File: src/rtl/cim_pkg.sv
// Package with the constants and carrier types of the CAN interrupt and power-mode block.
`default_nettype none
package cim_pkg;
    localparam int unsigned RX_CNT_W = 8;
    localparam int unsigned TX_CNT_W = 9;
    localparam int unsigned N_TXBUF = 3;
    localparam int unsigned N_RXFLAG = 8;
    localparam int unsigned CFG_REGS = 20;
    localparam int unsigned CFG_IDX_W = 5;
    localparam int unsigned RESYNC_W = 4;

    // Error-counter limits, compared at the transmit counter width.
    localparam logic [TX_CNT_W-1:0] WARN_LIMIT = 9'h060;
    localparam logic [TX_CNT_W-1:0] PASSIVE_LIMIT = 9'h07F;
    localparam logic [TX_CNT_W-1:0] BUS_OFF_LIMIT = 9'h0FF;

    // Consecutive recessive bits needed to rejoin the bus.
    localparam logic [RESYNC_W-1:0] RESYNC_BITS = 4'hB;
    localparam logic [RESYNC_W-1:0] RESYNC_ONE = 4'h1;
    localparam logic [RESYNC_W-1:0] RESYNC_ZERO = 4'h0;

    // Bit positions in receiver_flag_reg and in its enable byte.
    localparam int unsigned RF_RXF = 0;
    localparam int unsigned RF_OVR = 1;
    localparam int unsigned RF_BOFF = 2;
    localparam int unsigned RF_TERR = 3;
    localparam int unsigned RF_RERR = 4;
    localparam int unsigned RF_TWRN = 5;
    localparam int unsigned RF_RWRN = 6;
    localparam int unsigned RF_WAKE = 7;
    localparam logic [N_RXFLAG-1:0] ERR_FLAGS_MASK = 8'h7E;

    localparam logic RECESSIVE = 1'b1;
    localparam logic SOFT_RESET_INIT = 1'b1;
    localparam logic [N_RXFLAG-1:0] RX_ENABLE_INIT = 8'h00;
    localparam logic [N_TXBUF-1:0] TX_ENABLE_INIT = 3'h0;
    localparam logic [N_TXBUF-1:0] TXE_INIT = 3'h7;
    localparam logic [7:0] CFG_INIT = 8'h00;

    typedef enum logic [1:0] {
        CIM_NORMAL,
        CIM_SLEEP,
        CIM_SOFT_RESET,
        CIM_POWER_DOWN
    } cim_mode_t;

    typedef struct packed {
        logic valid;
        logic [CFG_IDX_W-1:0] index;
        logic [7:0] data;
    } cim_cfg_wr_t;

    typedef struct packed {
        logic [RX_CNT_W-1:0] rx;
        logic [TX_CNT_W-1:0] tx;
    } cim_err_cnt_t;
endpackage : cim_pkg
`default_nettype wire

File: src/rtl/cim_irq_power.sv
// Interrupt flags, vectors, configuration lock and low-power mode control of a CAN controller.
//
// Contract
// - Each of three transmit buffers has an empty flag, gated by its own enable, requesting the shared transmit interrupt.
// - An accepted frame sets receive-full and requests receive interrupt right after end-of-frame.
// - Bus activity in sleep sets wake flag; interrupt needs wake flag and enable both set.
// - Receive error counter reaching 96 sets the receiver warning flag.
// - Transmit error counter reaching 96 sets the transmitter warning flag.
// - Receive error counter above 127 means error passive and sets its flag.
// - Transmit error counter above 127 means error passive and sets its flag.
// - Transmit error counter above 255 means bus-off and sets the bus-off flag.
// - Accepted frame with both receive buffers full is dropped and sets overrun.
// - Eleven masked sources feed four vectors held while any enabled flag stays set.
// - Writing one clears a flag, unless its setting condition still holds.
// - Error counters cannot be written or changed through the registers.
// - Configuration registers accept writes only while soft reset is set.
// - Every low-power mode holds the bus transmit output recessive.
// - Mode chosen from processor stop, wait, stop-in-wait, sleep acknowledge and soft reset.
// - Sleep request waits for queued transmits and current reception, else sleeps at once.
// - In sleep: acknowledge set, clocks stopped, flag access kept, no copy or abort.
// - Bus-off recovery counting pauses in sleep and resumes afterwards.
// - Sleep ends on bus activity, request cleared, or soft reset set.
// - Clearing sleep request is ignored until sleep acknowledge reads one.
// - After wake-up wait 11 recessive bits before joining; then run pending work.
// - Setting soft reset stops transmission and reception at once.
// - Power-down stops everything, aborts traffic and blocks all register access.
`timescale 1ns/1ns
`default_nettype none
module cim_irq_power (
    input wire logic mclk,
    input wire logic reset,
    input wire logic cpu_stop,
    input wire logic cpu_wait,
    input wire logic ctl_wr,
    input wire logic ctl_soft_reset,
    input wire logic ctl_sleep_req,
    input wire logic ctl_stop_in_wait,
    input wire logic rx_enable_wr,
    input wire logic [cim_pkg::N_RXFLAG-1:0] rx_enable_wdata,
    input wire logic tx_enable_wr,
    input wire logic [cim_pkg::N_TXBUF-1:0] tx_enable_wdata,
    input wire logic rx_flag_wr,
    input wire logic [cim_pkg::N_RXFLAG-1:0] rx_flag_wdata,
    input wire logic tx_flag_wr,
    input wire logic [cim_pkg::N_TXBUF-1:0] tx_flag_wdata,
    input wire cim_pkg::cim_cfg_wr_t cfg_wr,
    input wire cim_pkg::cim_err_cnt_t err_cnt,
    input wire logic [cim_pkg::N_TXBUF-1:0] tx_done,
    input wire logic rx_accept,
    input wire logic rx_busy,
    input wire logic tx_busy,
    input wire logic bus_activity,
    input wire logic bit_tick,
    input wire logic rx_recessive,
    input wire logic engine_tx,
    output logic [cim_pkg::N_RXFLAG-1:0] receiver_flag_reg,
    output logic [cim_pkg::N_TXBUF-1:0] transmitter_flag_reg,
    output logic [cim_pkg::N_RXFLAG-1:0] rx_enable_q,
    output logic [cim_pkg::N_TXBUF-1:0] tx_enable_q,
    output logic soft_reset_bit,
    output logic sleep_request_bit,
    output logic sleep_ack_flag,
    output logic stop_in_wait_bit,
    output cim_pkg::cim_mode_t mode_q,
    output logic irq_wake,
    output logic irq_error,
    output logic irq_rx,
    output logic irq_tx,
    output logic bus_tx_output,
    output logic engine_run_q,
    output logic bus_off_state,
    output logic error_passive_q,
    output logic recovery_count_en_q,
    output logic copy_abort_en_q,
    output logic [cim_pkg::CFG_REGS*8-1:0] cfg_regs_q
);
    function automatic cim_pkg::cim_mode_t mode_of(input logic stop, input logic wt, input logic siw,
                                                   input logic ack, input logic sr);
        if (stop || (wt && siw)) begin
            return cim_pkg::CIM_POWER_DOWN;
        end else if (sr) begin
            return cim_pkg::CIM_SOFT_RESET;
        end else if (ack) begin
            return cim_pkg::CIM_SLEEP;
        end else begin
            return cim_pkg::CIM_NORMAL;
        end
    endfunction : mode_of

    function automatic logic above(input logic [cim_pkg::TX_CNT_W-1:0] cnt,
                                   input logic [cim_pkg::TX_CNT_W-1:0] limit);
        return cnt > limit;
    endfunction : above

    cim_pkg::cim_mode_t mode_d;
    logic power_down;
    logic acc_ok;
    logic ctl_take;
    logic wake_event;
    logic leave_sleep;
    logic enter_sleep;
    logic [cim_pkg::TX_CNT_W-1:0] rx_cnt_w;
    logic [cim_pkg::TX_CNT_W-1:0] tx_cnt_w;
    logic [cim_pkg::N_RXFLAG-1:0] rcond;
    logic [cim_pkg::N_RXFLAG-1:0] rcond_q;
    logic [cim_pkg::N_RXFLAG-1:0] rset;
    logic [cim_pkg::N_RXFLAG-1:0] rclr;
    logic [cim_pkg::N_TXBUF-1:0] tclr;
    logic bg_full_q;
    logic rx_take;
    logic copy_now;
    logic [cim_pkg::RESYNC_W-1:0] resync_q;
    logic synced_q;
    logic running;

    // Error counters come from the protocol engine only; no write path exists here.
    assign rx_cnt_w = {1'b0, err_cnt.rx};
    assign tx_cnt_w = err_cnt.tx;

    assign power_down = cpu_stop | (cpu_wait & stop_in_wait_bit);
    assign mode_d = mode_of(cpu_stop, cpu_wait, stop_in_wait_bit, sleep_ack_flag, soft_reset_bit);
    assign acc_ok = ~power_down;
    assign ctl_take = ctl_wr & acc_ok;
    assign running = engine_run_q & (mode_d == cim_pkg::CIM_NORMAL);

    // Sleep is entered only when nothing is queued or moving on the bus.
    assign enter_sleep = sleep_request_bit & ~sleep_ack_flag & ~soft_reset_bit & ~power_down
                         & (&transmitter_flag_reg) & ~tx_busy & ~rx_busy;
    assign wake_event = sleep_ack_flag & bus_activity & ~power_down;
    assign leave_sleep = wake_event
                         | (ctl_take & ~ctl_sleep_req & sleep_ack_flag)
                         | (ctl_take & ctl_soft_reset);

    always_ff @(posedge mclk or posedge reset) begin
        if (reset) begin
            soft_reset_bit <= cim_pkg::SOFT_RESET_INIT;
            stop_in_wait_bit <= 1'b0;
        end else if (ctl_take) begin
            soft_reset_bit <= ctl_soft_reset;
            stop_in_wait_bit <= ctl_stop_in_wait;
        end
    end

    always_ff @(posedge mclk or posedge reset) begin
        if (reset) begin
            sleep_request_bit <= 1'b0;
        end else if (wake_event) begin
            sleep_request_bit <= 1'b0;
        end else if (ctl_take && (ctl_sleep_req || sleep_ack_flag)) begin
            sleep_request_bit <= ctl_sleep_req;
        end
    end

    always_ff @(posedge mclk or posedge reset) begin
        if (reset) begin
            sleep_ack_flag <= 1'b0;
        end else if (leave_sleep) begin
            sleep_ack_flag <= 1'b0;
        end else if (enter_sleep) begin
            sleep_ack_flag <= 1'b1;
        end
    end

    // Rejoining the bus needs a run of recessive bits after any non-normal spell.
    always_ff @(posedge mclk or posedge reset) begin
        if (reset) begin
            resync_q <= cim_pkg::RESYNC_ZERO;
            synced_q <= 1'b0;
        end else if (mode_d != cim_pkg::CIM_NORMAL) begin
            resync_q <= cim_pkg::RESYNC_ZERO;
            synced_q <= 1'b0;
        end else if (!synced_q && bit_tick) begin
            if (!rx_recessive) begin
                resync_q <= cim_pkg::RESYNC_ZERO;
            end else if (resync_q == cim_pkg::RESYNC_BITS - cim_pkg::RESYNC_ONE) begin
                synced_q <= 1'b1;
            end else begin
                resync_q <= resync_q + cim_pkg::RESYNC_ONE;
            end
        end
    end

    always_ff @(posedge mclk or posedge reset) begin
        if (reset) begin
            mode_q <= cim_pkg::CIM_POWER_DOWN;
            engine_run_q <= 1'b0;
            bus_tx_output <= cim_pkg::RECESSIVE;
            copy_abort_en_q <= 1'b0;
            recovery_count_en_q <= 1'b0;
        end else begin
            mode_q <= mode_d;
            engine_run_q <= (mode_d == cim_pkg::CIM_NORMAL) & synced_q;
            bus_tx_output <= running ? engine_tx : cim_pkg::RECESSIVE;
            copy_abort_en_q <= mode_d == cim_pkg::CIM_NORMAL;
            recovery_count_en_q <= bus_off_state & (mode_d == cim_pkg::CIM_NORMAL);
        end
    end

    // Receive path: foreground full flag plus a background slot; a third frame is lost.
    assign rx_take = rx_accept & running;
    assign copy_now = bg_full_q & ~receiver_flag_reg[cim_pkg::RF_RXF] & (mode_d == cim_pkg::CIM_NORMAL);

    always_ff @(posedge mclk or posedge reset) begin
        if (reset) begin
            bg_full_q <= 1'b0;
        end else if (mode_d == cim_pkg::CIM_SOFT_RESET || mode_d == cim_pkg::CIM_POWER_DOWN) begin
            bg_full_q <= 1'b0;
        end else if (copy_now) begin
            // A frame taken on the copy cycle refills the background slot instead of vanishing.
            bg_full_q <= rx_take;
        end else if (rx_take && receiver_flag_reg[cim_pkg::RF_RXF]) begin
            bg_full_q <= 1'b1;
        end
    end

    always_comb begin
        rcond = '0;
        rcond[cim_pkg::RF_RWRN] = rx_cnt_w >= cim_pkg::WARN_LIMIT;
        rcond[cim_pkg::RF_TWRN] = tx_cnt_w >= cim_pkg::WARN_LIMIT;
        rcond[cim_pkg::RF_RERR] = above(rx_cnt_w, cim_pkg::PASSIVE_LIMIT);
        rcond[cim_pkg::RF_TERR] = above(tx_cnt_w, cim_pkg::PASSIVE_LIMIT);
        rcond[cim_pkg::RF_BOFF] = above(tx_cnt_w, cim_pkg::BUS_OFF_LIMIT);
    end

    always_ff @(posedge mclk or posedge reset) begin
        if (reset) begin
            rcond_q <= '0;
            error_passive_q <= 1'b0;
            bus_off_state <= 1'b0;
        end else begin
            rcond_q <= rcond;
            error_passive_q <= rcond[cim_pkg::RF_RERR] | rcond[cim_pkg::RF_TERR];
            bus_off_state <= rcond[cim_pkg::RF_BOFF];
        end
    end

    always_comb begin
        rset = rcond & ~rcond_q;
        rset[cim_pkg::RF_RXF] = (rx_take & ~receiver_flag_reg[cim_pkg::RF_RXF]) | copy_now;
        rset[cim_pkg::RF_OVR] = rx_take & receiver_flag_reg[cim_pkg::RF_RXF] & bg_full_q;
        rset[cim_pkg::RF_WAKE] = wake_event;
    end

    assign rclr = rx_flag_wr & acc_ok ? rx_flag_wdata : '0;
    assign tclr = tx_flag_wr & acc_ok ? tx_flag_wdata : '0;

    cim_flag_cells #(.W(cim_pkg::N_RXFLAG), .INIT('0)) u_rx_flags (
        .mclk(mclk),
        .reset(reset),
        .set(rset),
        .hold(rcond),
        .clr(rclr),
        .flag_q(receiver_flag_reg)
    );

    cim_flag_cells #(.W(cim_pkg::N_TXBUF), .INIT(cim_pkg::TXE_INIT)) u_tx_flags (
        .mclk(mclk),
        .reset(reset),
        .set(tx_done),
        .hold('0),
        .clr(tclr),
        .flag_q(transmitter_flag_reg)
    );

    always_ff @(posedge mclk or posedge reset) begin
        if (reset) begin
            rx_enable_q <= cim_pkg::RX_ENABLE_INIT;
            tx_enable_q <= cim_pkg::TX_ENABLE_INIT;
        end else begin
            if (rx_enable_wr && acc_ok) begin
                rx_enable_q <= rx_enable_wdata;
            end
            if (tx_enable_wr && acc_ok) begin
                tx_enable_q <= tx_enable_wdata;
            end
        end
    end

    always_ff @(posedge mclk or posedge reset) begin
        if (reset) begin
            irq_wake <= 1'b0;
            irq_error <= 1'b0;
            irq_rx <= 1'b0;
            irq_tx <= 1'b0;
        end else begin
            irq_wake <= receiver_flag_reg[cim_pkg::RF_WAKE] & rx_enable_q[cim_pkg::RF_WAKE];
            irq_error <= |(receiver_flag_reg & rx_enable_q & cim_pkg::ERR_FLAGS_MASK);
            irq_rx <= receiver_flag_reg[cim_pkg::RF_RXF] & rx_enable_q[cim_pkg::RF_RXF];
            irq_tx <= |(transmitter_flag_reg & tx_enable_q);
        end
    end

    // Locked configuration bytes, writable only under soft reset.
    for (genvar i = 0; i < cim_pkg::CFG_REGS; i++) begin : g_cfg
        always_ff @(posedge mclk or posedge reset) begin
            if (reset) begin
                cfg_regs_q[i*8 +: 8] <= cim_pkg::CFG_INIT;
            end else if (cfg_wr.valid && soft_reset_bit && acc_ok
                         && cfg_wr.index == cim_pkg::CFG_IDX_W'(i)) begin
                cfg_regs_q[i*8 +: 8] <= cfg_wr.data;
            end
        end
    end
endmodule : cim_irq_power
`default_nettype wire

File: src/rtl/cim_flag_cells.sv
// Array of sticky flags: set wins, write-one clears, a live condition blocks the clear.
`timescale 1ns/1ns
`default_nettype none
module cim_flag_cells #(
    parameter int unsigned W = 8,
    parameter logic [W-1:0] INIT = '0
) (
    input wire logic mclk,
    input wire logic reset,
    input wire logic [W-1:0] set,
    input wire logic [W-1:0] hold,
    input wire logic [W-1:0] clr,
    output logic [W-1:0] flag_q
);
    for (genvar i = 0; i < W; i++) begin : g_cell
        always_ff @(posedge mclk or posedge reset) begin
            if (reset) begin
                flag_q[i] <= INIT[i];
            end else begin
                flag_q[i] <= set[i] | (flag_q[i] & ~(clr[i] & ~hold[i]));
            end
        end
    end
endmodule : cim_flag_cells
`default_nettype wire

File: config.mk
export PLATFORM = sky130hd
export DESIGN_NAME = cim_irq_power
export DESIGN_NICKNAME = d
export VERILOG_FILES = /design/src/rtl/cim_pkg.sv /design/src/rtl/cim_irq_power.sv /design/src/rtl/cim_flag_cells.sv
export SDC_FILE = /design/constraint.sdc
export NUM_CORES = 1
export LEC_CHECK = 0
export BUFFER_PORTS_ARGS = -buffer_cell sky130_fd_sc_hd__buf_4
export CAP_MARGIN = 20
export CORE_MARGIN = 2
export CORE_UTILIZATION = 54
export CTS_CLUSTER_SIZE = 25
export DETAILED_ROUTE_END_ITERATION = 10
export PLACE_DENSITY = 0.85
export SETUP_SLACK_MARGIN = 0.2
export SYNTH_ARGS = -nofsm -noshare
export SYNTH_HDL_FRONTEND = slang
export SYNTH_SLANG_ARGS = --single-unit
File: constraint.sdc
create_clock -name mclk -period 18.65 [get_ports mclk]
set_input_delay 2.7975 -clock mclk [delete_from_list [all_inputs] [get_ports mclk]]
set_output_delay 2.7975 -clock mclk [all_outputs]
set_load 0.03 [all_outputs]
# Word level (Yosys, flattened, before mapping)
# Index checks and enable logic that the tools add are counted.
dict set report totals {
  regBits 209
  input_bits 75
  out_inout_bits 198
  elab_cells 233
}
dict set report classes {
  add_sub_neg 1
  magnitude_cmp 5
  n_eq_ne 23
  muxes 21
  n_bitwise 85
  n_reduce_logical 46
}
# operator n
set op_table {}
lappend op_table {{$and 1x1->1} 42}
lappend op_table {{$eq 5x4->1 const B} 8}
lappend op_table {{$logic_and 1x1->1} 28}
lappend op_table {{$not 1->1} 23}
lappend op_table {{$eq 5x3->1 const B} 4}
lappend op_table {{$eq 5x5->1 const B} 4}
lappend op_table {{$mux 4} 4}
lappend op_table {{$or 1x1->1} 16}
lappend op_table {{$and 7x7->7} 2}
lappend op_table {{$mux 1} 13}
lappend op_table {{$reduce_bool 2->1} 6}
lappend op_table {{$eq 5x2->1 const B} 2}
lappend op_table {{$ge 9x7->1 const B} 1}
lappend op_table {{$gt 9x7->1 const B} 1}
lappend op_table {{$gt 9x8->1 const B} 1}
lappend op_table {{$ge 8x7->1 const B} 1}
lappend op_table {{$gt 8x7->1 const B} 1}
lappend op_table {{$mux 8} 1}
lappend op_table {{$not 7->7} 1}
lappend op_table {{$reduce_and 3->1} 2}
lappend op_table {{$reduce_or 6->1} 1}
lappend op_table {{$eq 5x1->1 const B} 1}
lappend op_table {{$logic_not 5->1} 1}
lappend op_table {{$add 4x1->4 const B} 1}
lappend op_table {{other kinds (12)} 16}

# Logic depth before layout (Yosys ltp)
# Gate-level depths: netlist of run 1.
dict set report logic_depth {
  depth_word 10
  ltp_mapped 6
}

# By module
# From an unflattened synthesis of run 1, not the netlist that was laid out.
dict set report unflattened {
  hier_cells 553
  hier_area_um2 8246.7
}
# mod instances cells_each area_per_inst_um2
set by_module_without_submodules {}
lappend by_module_without_submodules {cim_irq_power 1 518 7808.7}
lappend by_module_without_submodules {{cim_flag_cells (u_rx_flags)} 1 25 314.1}
lappend by_module_without_submodules {{cim_flag_cells (u_tx_flags)} 1 10 123.9}

# Worst setup path before layout of run 1
# No wires, ideal clock.
dict set report synth_timing {
  kind {input-to-reg}
  startpoint {in cpu_wait}
  endpoint {reg cfg_regs_q[40] (netlist name)}
  arrival_ns 4.042
  t_required_ns 18.525
  setup_slack_ns 14.483
  cell_stages 4
  n_path_buf 0
  cell_sequence {a211oi_4 > nand4b_4 > nor2_2 > mux2_2}
}
dict set report synth_between {
  elab_chain_len 5
}
# element line_no
set synth_rtl {}
lappend synth_rtl {{start, declared} cim_irq_power.sv:33} ;# input wire logic cpu_wait,
lappend synth_rtl {{$and 1x1->1} cim_irq_power.sv:120} ;# assign power_down = cpu_stop | (cpu_wait & stop_in_wait_bit);
lappend synth_rtl {{$or 1x1->1} cim_irq_power.sv:120}
lappend synth_rtl {{$not 1->1} cim_irq_power.sv:122} ;# assign acc_ok = ~power_down;
lappend synth_rtl {{$logic_and 1x1->1} cim_irq_power.sv:298} ;# end else if (cfg_wr.valid && soft_reset_bit && acc_ok
lappend synth_rtl {{$logic_and 1x1->1} cim_irq_power.sv:299} ;# && cfg_wr.index == cim_pkg::CFG_IDX_W'(i)) begin
lappend synth_rtl {{end signal, assigned by index} cim_irq_power.sv:297} ;# cfg_regs_q[i*8 +: 8] <= cim_pkg::CFG_INIT;
lappend synth_rtl {{end signal, assigned by index} cim_irq_power.sv:300} ;# cfg_regs_q[i*8 +: 8] <= cfg_wr.data;
lappend synth_rtl {{end, declared} cim_irq_power.sv:75} ;# output logic [cim_pkg::CFG_REGS*8-1:0] cfg_regs_q
# Every way passes these cells.
# A chain may end at the register's enable or synchronous reset.

# Worst setup path after layout of run 1
dict set report layout_timing {
  startpoint {in cpu_wait}
  endpoint {reg cfg_regs_q[146] (netlist name)}
}
# Same word-level chain as after synthesis.

==> results of run 1 <==
-- worst reg2reg max path, stage by stage, from the launching register on --
cell     delay, ps
dfrtp_1        450
a21oi_2        660
and4_1         400
nand2_1        270
mux2_2         360
-- worst max-delay path by stage --
stage	slack [ps]	to	cells after the start	from
floorplan	10180	bg_full_q	1	reset
global placement	14010	cfg_regs_q[150]	5	cpu_wait
detailed placement	13940	cfg_regs_q[39]	3	reset
CTS	14460	cfg_regs_q[146]	5	cpu_wait
global route	14310	cfg_regs_q[146]	5	cpu_wait
finish	14450	cfg_regs_q[146]	5	cpu_wait
-- cells by family after synthesis --
logic type	count (synthesis)	synth area share
mux	173	0.239
buf+inv	37	0.0180
compound gates	42	0.0349
simple gates	80	0.0641
fa+ha+maj	2	0.00307
flops	208	0.641
-- final cells by class --
cell class,instances,area (sq um),share of cell area
clock inverter,4,26.3,0.00240
sequential,208,5210,0.476
timing repair buffer,264,2000,0.183
multi-input combinational,297,2780,0.254
inverter,13,56.3,0.00514
tap,184,230,0.0210
clock buffer,34,647,0.0591
-- registers in the layout, summed over array words and instances, names as in the netlist, 2 cells and up --
name and count:
resync_q 4, rcond_q 5, u_rx_flags.flag_q 8, mode_q 2, u_tx_flags.flag_q 3, tx_enable_q 3, rx_enable_q 8, cfg_regs_q 160
-- metal layers --
metal / share of wire / up-vias / global-route usage
li1: - / 2437 / -
met1: 0.38 / 2835 / 0.323
met2: 0.53 / 236 / 0.474
met3: 0.068 / 36 / 0.0578
met4: 0.025 / 0 / 0.0692
met5: 0 / - / 0
-- cells in the final DEF, fill, tap and decap left out, types with 2 or more instances in the layout --
cell type / count
ha_1: 2
mux2_2: 171
o21ai_0: 6
nand2_2: 3
dfrtp_1: 201
a21oi_1: 10
nand4_1: 2
nor2_2: 9
clkbuf_1: 8
inv_8: 2
nor3_4: 3
nand2_1: 16
nand2b_1: 6
nor2_1: 14
clkinv_2: 3
and2_1: 4
and3_1: 2
clkbuf_8: 3
a22oi_1: 3
a31oi_1: 10
a21o_1: 5
inv_1: 12
nand3_1: 7
mux2_1: 2
nor2b_1: 3
buf_4: 263
clkbuf_16: 23
nand4b_4: 2
dfstp_2: 7
-- power groups by stage --
stage	registers [mW]	clock network, mW	logic [mW]
after floorplan	0.613	0	0.0586
after global placement	0.530	0	0.243
after detailed placement	0.534	0	0.248
after CTS	0.526	0.414	0.249
after global routing	0.531	0.431	0.260
final	0.526	0.406	0.248
-- per-stage QoR --
step / hold WS (ps) / instance area [sq um]
finish: 507 / 11000
global route: 519 / 11000
CTS: 508 / 10900
detailed placement: 496 / 10300
global placement: 475 / 10300
floorplan: 468 / 8140
==> out/qor.csv, run 1 <==
metric,value,unit
status,finished clean,
critPathKind,in -> reg,
synth.largest_area_cell,dfrtp_1,
crit_fanout,17,
postCtsSetupBuffers,0,
first_global_vias,5946,
ant_nets,0,
hpwlAfterDp,14.9,mm
first_iter_violations,259,
finalSetupTns,0,ps
track_usage,0.263,
hold_violations,0,
syn_area_per_cell,15.0,sq um
r2r_start,stop_in_wait_bit,
numCtsBuffers,22,
slew_headroom,0.467,
final-setup-viol-count,0,
viasPerCell,5.52,
crit_buf_inv,1,
route.detailed.drc,0,
cts_tree,done,
gp_congestion,0.878,
instances_no_fill,1004,
wire_per_inst,20.9,um
dp.cells,965,
synthCells,542,
drt_wl_total,21.0,mm
holdPathStages,1,
clockBufferDepth,3,
die_width,127,um
ys_ff_latch,208,
drive_gt1_frac,0.606,
drv_cap,0,
ctsHoldBuffers,0,
async_reset_ff_frac,1.00,
p_seq_frac,0.446,
syn_to_final_growth,34.6,%
p_clk_frac,0.344,
grt_remaining_overflow,0,
synth_top_area_frac,0.618,
cp_data_required_time,19020,ps
pre_cts_slack,13940,ps
peakVddDrop,0.0903,mV
endpoint_kind,register,
grt_pass1_wl,32.9,mm
hp-class,reg -> reg,
finalNetCount,883,
crit_chain,buf_4 > a21oi_2 > and4_1 > nand2_1 > mux2_2,
clockRootBuffer,clkbuf_16,
fin_crit_sh,0.225,
worst_clock_skew,8.64,ps
grt_max_degree,121,
rows,44,
crit_family,simple AND/OR/NAND/NOR gates,
reg2reg_depth,4,
hold_path_startpoint,cfg_regs_q[11],
die_area,16100,sq um
r2r_setup_slack,16390,ps
p_sw_frac,0.295,
path_clk_slew,60,ps
final.setup.worst_slack,14450,ps
fillers,931,
coreArea,14600,sq um
synth_cell_types,43,
switchingPower,348,uW
rsz0062_at_grt,no,
clock_latency,490,ps
synth-main-ff-cell,dfrtp_1,
num_vias,5544,
ys_seq_area_frac,0.641,
initial_core_util,0.556,
mappedNetlistArea,8140,sq um
worst_pin_slew,800,ps
final_max_slew_viol_count,0,
synth_edf_count,0,
maxClockFrequency,238,MHz
yosys.cell_count.top_type,dfrtp_1,
synth_common_cells,"dfrtp_1, mux2_2, clkbuf_1",
post-route-min-period,4200,ps
cts_resized,0,
clock-sinks,208,
synth_area_leaders,"dfrtp_1, mux2_2, dfstp_2",
p_int,832,uW
holdPathEnd,cfg_regs_q[11],
comb_power_share,0.210,
p_leak,5.72,nW
antenna_found_initial,0,
powerDensity,108,nW/um^2
critPathMaxStageDelay,600,ps
synth_fp_nets,619,
cp_slowest_cell,a21oi_2,
diodes,0,
post-route-util,0.748,
num_io_pins,273,
io_buffers,262,
startpoint_type,input port,
synth-warning-count,0,
htreeDepth,1,
power,1.18,mW
arrival,4570,ps
r2r-end,cfg_regs_q[146],
fp.dieH,127,um
drt-pass1-iter-count,4,
Note: power is estimated with default switching activity, not from simulation.
==> run 2: changes to the inputs <==
Settings changed: CORE_UTILIZATION 54 to 50, PLACE_DENSITY 0.85 to 0.79.
Clock period 18.65 ns to 3.95 ns, I/O delays scaled along.
==> run 2 against run 1 <==
Critical path depth shrank 1; hold slack lost 270 ps; clock skew shrank 2.5 ps; via count grew 0.36%; register-to-register slack lost 15000 ps; wire length grew 3.1%; critical endpoint is now cfg_regs_q[133].
==> out/qor.csv, run 2 (same netlist as run 1, synthesis figures left out) <==
metric,value,unit
cts_resized,0,
final_common_cell,buf_4,
clock_latency,490,ps
gp_congestion,0.788,
finalNetCount,883,
worst_clock_skew,6.14,ps
fillers,1124,
worst_pin_slew,850,ps
hp-class,in -> reg,
first_global_vias,6163,
critPathKind,reg -> reg,
finalSetupTns,0,ps
multi_input_area,2780,sq um
wl_met2,10.9,mm
die_area,17300,sq um
diodes,0,
num_vias,5564,
antenna_found_initial,0,
fp.dieH,132,um
clockBufferDepth,3,
largestRegisters,"cfg_regs_q x160, rx_enable_q x8, u_rx_flags.flag_q x8",
crit_fanout,17,
crit_family,simple AND/OR/NAND/NOR gates,
post-route-min-period,2260,ps
regMostFlops,cfg_regs_q,
maxClockFrequency,443,MHz
drt-pass1-iter-count,4,
final-setup-viol-count,0,
postCtsSetupBuffers,0,
route.detailed.drc,0,
drv_cap,0,
drive_gt1_frac,0.610,
cp_data_required_time,4330,ps
numCtsBuffers,22,
ant_nets,0,
register_area,5210,sq um
coreArea,15900,sq um
crit_buf_inv,0,
die_width,132,um
clockRootBuffer,clkbuf_16,
cts_tree,done,
track_usage,0.251,
drt_wl_total,21.6,mm
dr_wl_met3,1.52,mm
io_buffers,262,
first_iter_violations,220,
largest_reg_flops,160,
maxUsedRoutingLayer,met4,
fin_crit_sh,0.571,
hpwlAfterDp,15.0,mm
p_leak,5.76,nW
mostFrequentLayoutCells,"buf_4, dfrtp_1, mux2_2, clkbuf_16, nand2_1",
path_clk_slew,60,ps
crit_chain,a21oi_2 > and4_1 > nand2_1 > mux2_2,
r2r_setup_slack,1690,ps
syn_to_final_growth,36.4,%
endpoint_kind,register,
met1_length,8.64,mm
final_max_slew_viol_count,0,
arrival,2630,ps
cp_slowest_cell,a21oi_2,
rows,46,
grt_pass1_wl,34.3,mm
startpoint_type,register,
design_area,11100,sq um
critPathMaxStageDelay,630,ps
htreeDepth,1,
wire_per_inst,20.8,um
grt_max_degree,106,
initial_core_util,0.512,
status,finished clean,
clock-sinks,208,
powerDensity,527,nW/um^2
peakVddDrop,0.374,mV
post_dp_cell_area,10300,sq um
hold_violations,0,
grt_remaining_overflow,0,
num_io_pins,273,
slew_headroom,0.432,
rsz0062_at_grt,no,
viasPerCell,5.37,
ctsHoldBuffers,0,
run 2: cell types whose count changed in the layout (fill, tap and decap cells not counted):
cell and delta:
bufinv_16 +4, clkinvlp_4 +2, clkbuf_1 -3, inv_8 -2
buf_16 -1, buf_4 -1, buf_12 +2
run 2: worst paths after layout:
check / startpoint / endpoint / cells past startpoint
worst max-delay path: stop_in_wait_bit / cfg_regs_q[133] / 4
worst min-delay path: err_cnt[16] / rcond_q[4] / 1
worst max register to register: stop_in_wait_bit / cfg_regs_q[133] / 4
worst min register to register: cfg_regs_q[100] / cfg_regs_q[100] / 1
max in group asynchronous: reset / cfg_regs_q[110] / 3
min in group asynchronous: reset / cfg_regs_q[139] / 2
run 2: through the flow:
step	worst slack, ps	instances	hold slack (ps)	utilization	power (mW)
after global routing	1540	1037	225	0.699	6.05
after floorplan	663	542	468	-	3.17
final	1690	1037	239	0.699	5.85
after detailed placement	1460	998	486	0.650	3.69
after CTS	1700	1037	218	0.699	5.89
after global placement	1540	998	474	0.650	3.66
run 2: metal layers:
metal	vias up	track usage
met5	-	0
met4	0	0.0797
met3	41	0.0656
met2	218	0.435
met1	2867	0.307
li1	2438	-
run 2: power by group:
group          total, mW  switching [mW]  internal (mW)
Combinational       1.17           0.716          0.458
Sequential          2.48           0.137           2.34
Clock               2.19           0.812           1.38
run 2: cell type report:
cell class / count / share of cell area
clock buffer: 31 / 0.0573
clock inverter: 8 / 0.0128
inverter: 13 / 0.00473
multi-input combinational: 297 / 0.250
sequential: 208 / 0.470
tap: 216 / 0.0243
timing repair buffer: 264 / 0.181
==> run 3: changes to the inputs <==
Settings changed: ABC_AREA set to 1, PLACE_DENSITY 0.79 to 0.8.
Clock period 3.95 ns to 2.3 ns, I/O delays scaled along.
==> run 3 against run 2 <==
Global-route usage rose by 1.1 points; die area fell by 1.3%; total power rose by 69%; critical endpoint is now cfg_regs_q[23].
==> out/qor.csv, run 3 <==
metric,value,unit
grt_pass1_wl,34.5,mm
syn_area_per_cell,10.1,sq um
p_leak,5.61,nW
postCtsSetupBuffers,0,
ctsHoldBuffers,3,
crit_chain,nand2_1 > nor2_2 > buf_4 > nand4_2 > nand2_1 > o21ai_1,
grt_util_met2,0.426,
peakVddDrop,0.624,mV
coreArea,15800,sq um
regMostFlops,cfg_regs_q,
largestRegisters,"cfg_regs_q x160, rx_enable_q x8, u_rx_flags.flag_q x8",
ys_ff_latch,208,
gp_congestion,0.884,
first_global_vias,6429,
synth_edf_count,0,
rsz0062_at_grt,no,
ys_seq_area_frac,0.649,
cp_data_required_time,2640,ps
grt_util_met3,0.0688,
worst_clock_skew,5.14,ps
fp.dieH,131,um
drive_gt1_frac,0.339,
hpwlAfterDp,15.6,mm
drt_wl_total,22.6,mm
num_io_pins,273,
first_iter_violations,455,
startpoint_type,register,
rows,46,
final_max_slew_viol_count,0,
synth_area_leaders,"dfrtp_1, nand2_1, o21ai_1",
clockBufferDepth,3,
hold_violations,0,
grt_remaining_overflow,0,
dp.cells,1245,
synth-main-ff-cell,dfrtp_1,
critPathKind,reg -> reg,
post-route-min-period,1960,ps
num_vias,6717,
synth_common_cells,"nand2_1, dfrtp_1, o21ai_1",
cp_slowest_cell,dfstp_2,
mappedNetlistArea,8030,sq um
critPathMaxStageDelay,550,ps
status,finished clean,
synth_top_area_frac,0.626,
finalNetCount,1133,
final_common_cell,buf_4,
route.detailed.drc,0,
clockRootBuffer,clkbuf_16,
clock_latency,490,ps
cts_tree,done,
powerDensity,901,nW/um^2
synth_fp_nets,873,
endpoint_kind,register,
use_met1,0.343,
initial_core_util,0.509,
instances_no_fill,1287,
ant_nets,0,
arrival,2300,ps
fin_crit_sh,0.851,
final-setup-viol-count,0,
grt_max_degree,69,
synth.largest_area_cell,dfrtp_1,
hp-class,in -> reg,
design_area,11000,sq um
async_reset_ff_frac,1.00,
mostFrequentLayoutCells,"buf_4, nand2_1, dfrtp_1, o21ai_1",
track_usage,0.262,
slew_headroom,0.404,
maxClockFrequency,511,MHz
die_area,17100,sq um
die_width,131,um
io_buffers,262,
largest_reg_flops,160,
numCtsBuffers,22,
cts_resized,0,
cp_common_cell,nand2_1,
yosys.cell_count.top_type,nand2_1,
crit_fanout,20,
syn_to_final_growth,36.5,%
synth_cell_types,32,
clock-sinks,208,
finalSetupTns,0,ps
diodes,0,
post_dp_cell_area,10200,sq um
drv_cap,0,
path_clk_slew,60,ps
synthCells,796,
grt_busiest_layer,met2,
antenna_found_initial,0,
htreeDepth,1,
viasPerCell,5.22,
synth-warning-count,0,
drt-pass1-iter-count,5,
wire_per_inst,17.5,um
worst_pin_slew,893,ps
[run 3: worst max-delay path, delay by kind of cell (launching register included)]
family | cells | cell delay [ps]
buf+inv | 1 | 310
flops | 1 | 550
simple gates | 4 | 840
compound gates | 1 | 90
[run 3: layout make-up]
| type | count | area, sq um |
|---|---|---|
| tap | 216 | 270 |
| fill | 1247 | 4800 |
| clock buffer | 31 | 646 |
| sequential | 208 | 5210 |
| timing repair buffer | 279 | 2130 |
| clock inverter | 8 | 115 |
| inverter | 39 | 150 |
| multi-input combinational | 506 | 2440 |
[run 3: worst paths after layout]
kind | end | cells after the start | slack, ps | start
max in group asynchronous | cfg_regs_q[124] | 4 | 1110 | reset
hold reg to reg | u_rx_flags.flag_q[4] | 1 | 430 | rcond_q[4]
hold / removal | u_tx_flags.flag_q[1] | 2 | 30 | tx_done[1]
setup reg to reg | cfg_regs_q[23] | 6 | 340 | soft_reset_bit
min in group asynchronous | cfg_regs_q[49] | 3 | 480 | reset
setup / recovery | cfg_regs_q[23] | 6 | 340 | soft_reset_bit
[run 3: kinds of logic (layout without fill, tap and decap cells)]
kind of cell | Yosys count | in the layout | share of synthesized area
AOI/OAI and AO/OA | 187 | 187 | 0.124
buffers and inverters | 82 | 357 | 0.0467
DFF | 208 | 208 | 0.649
and+or+nand+nor | 317 | 317 | 0.177
adders and majority gates | 2 | 2 | 0.00312
[run 3: power breakdown]
group          leakage, nW  internal (mW)  switching [mW]  total, mW
combinational         2.47          0.683            1.27       1.95
sequential            2.76           4.00           0.236       4.24
clock                0.379           2.29            1.41       3.70
[run 3: stage by stage]
step	hold slack (ps)	utilization	power [mW]	setup WS, ps
after floorplan	400	-	5.38	-740
after global placement	407	0.645	6.20	434
after detailed placement	424	0.645	6.25	417
after CTS	17.9	0.695	9.95	363
after global routing	20.4	0.695	10.3	230
final	34.5	0.695	9.88	343
[run 3: layer usage]
metal / vias up / wire, um
li1: 3136 / -
met1: 3243 / 9070
met2: 283 / 10900
met3: 55 / 1890
met4: 0 / 745
met5: - / 0
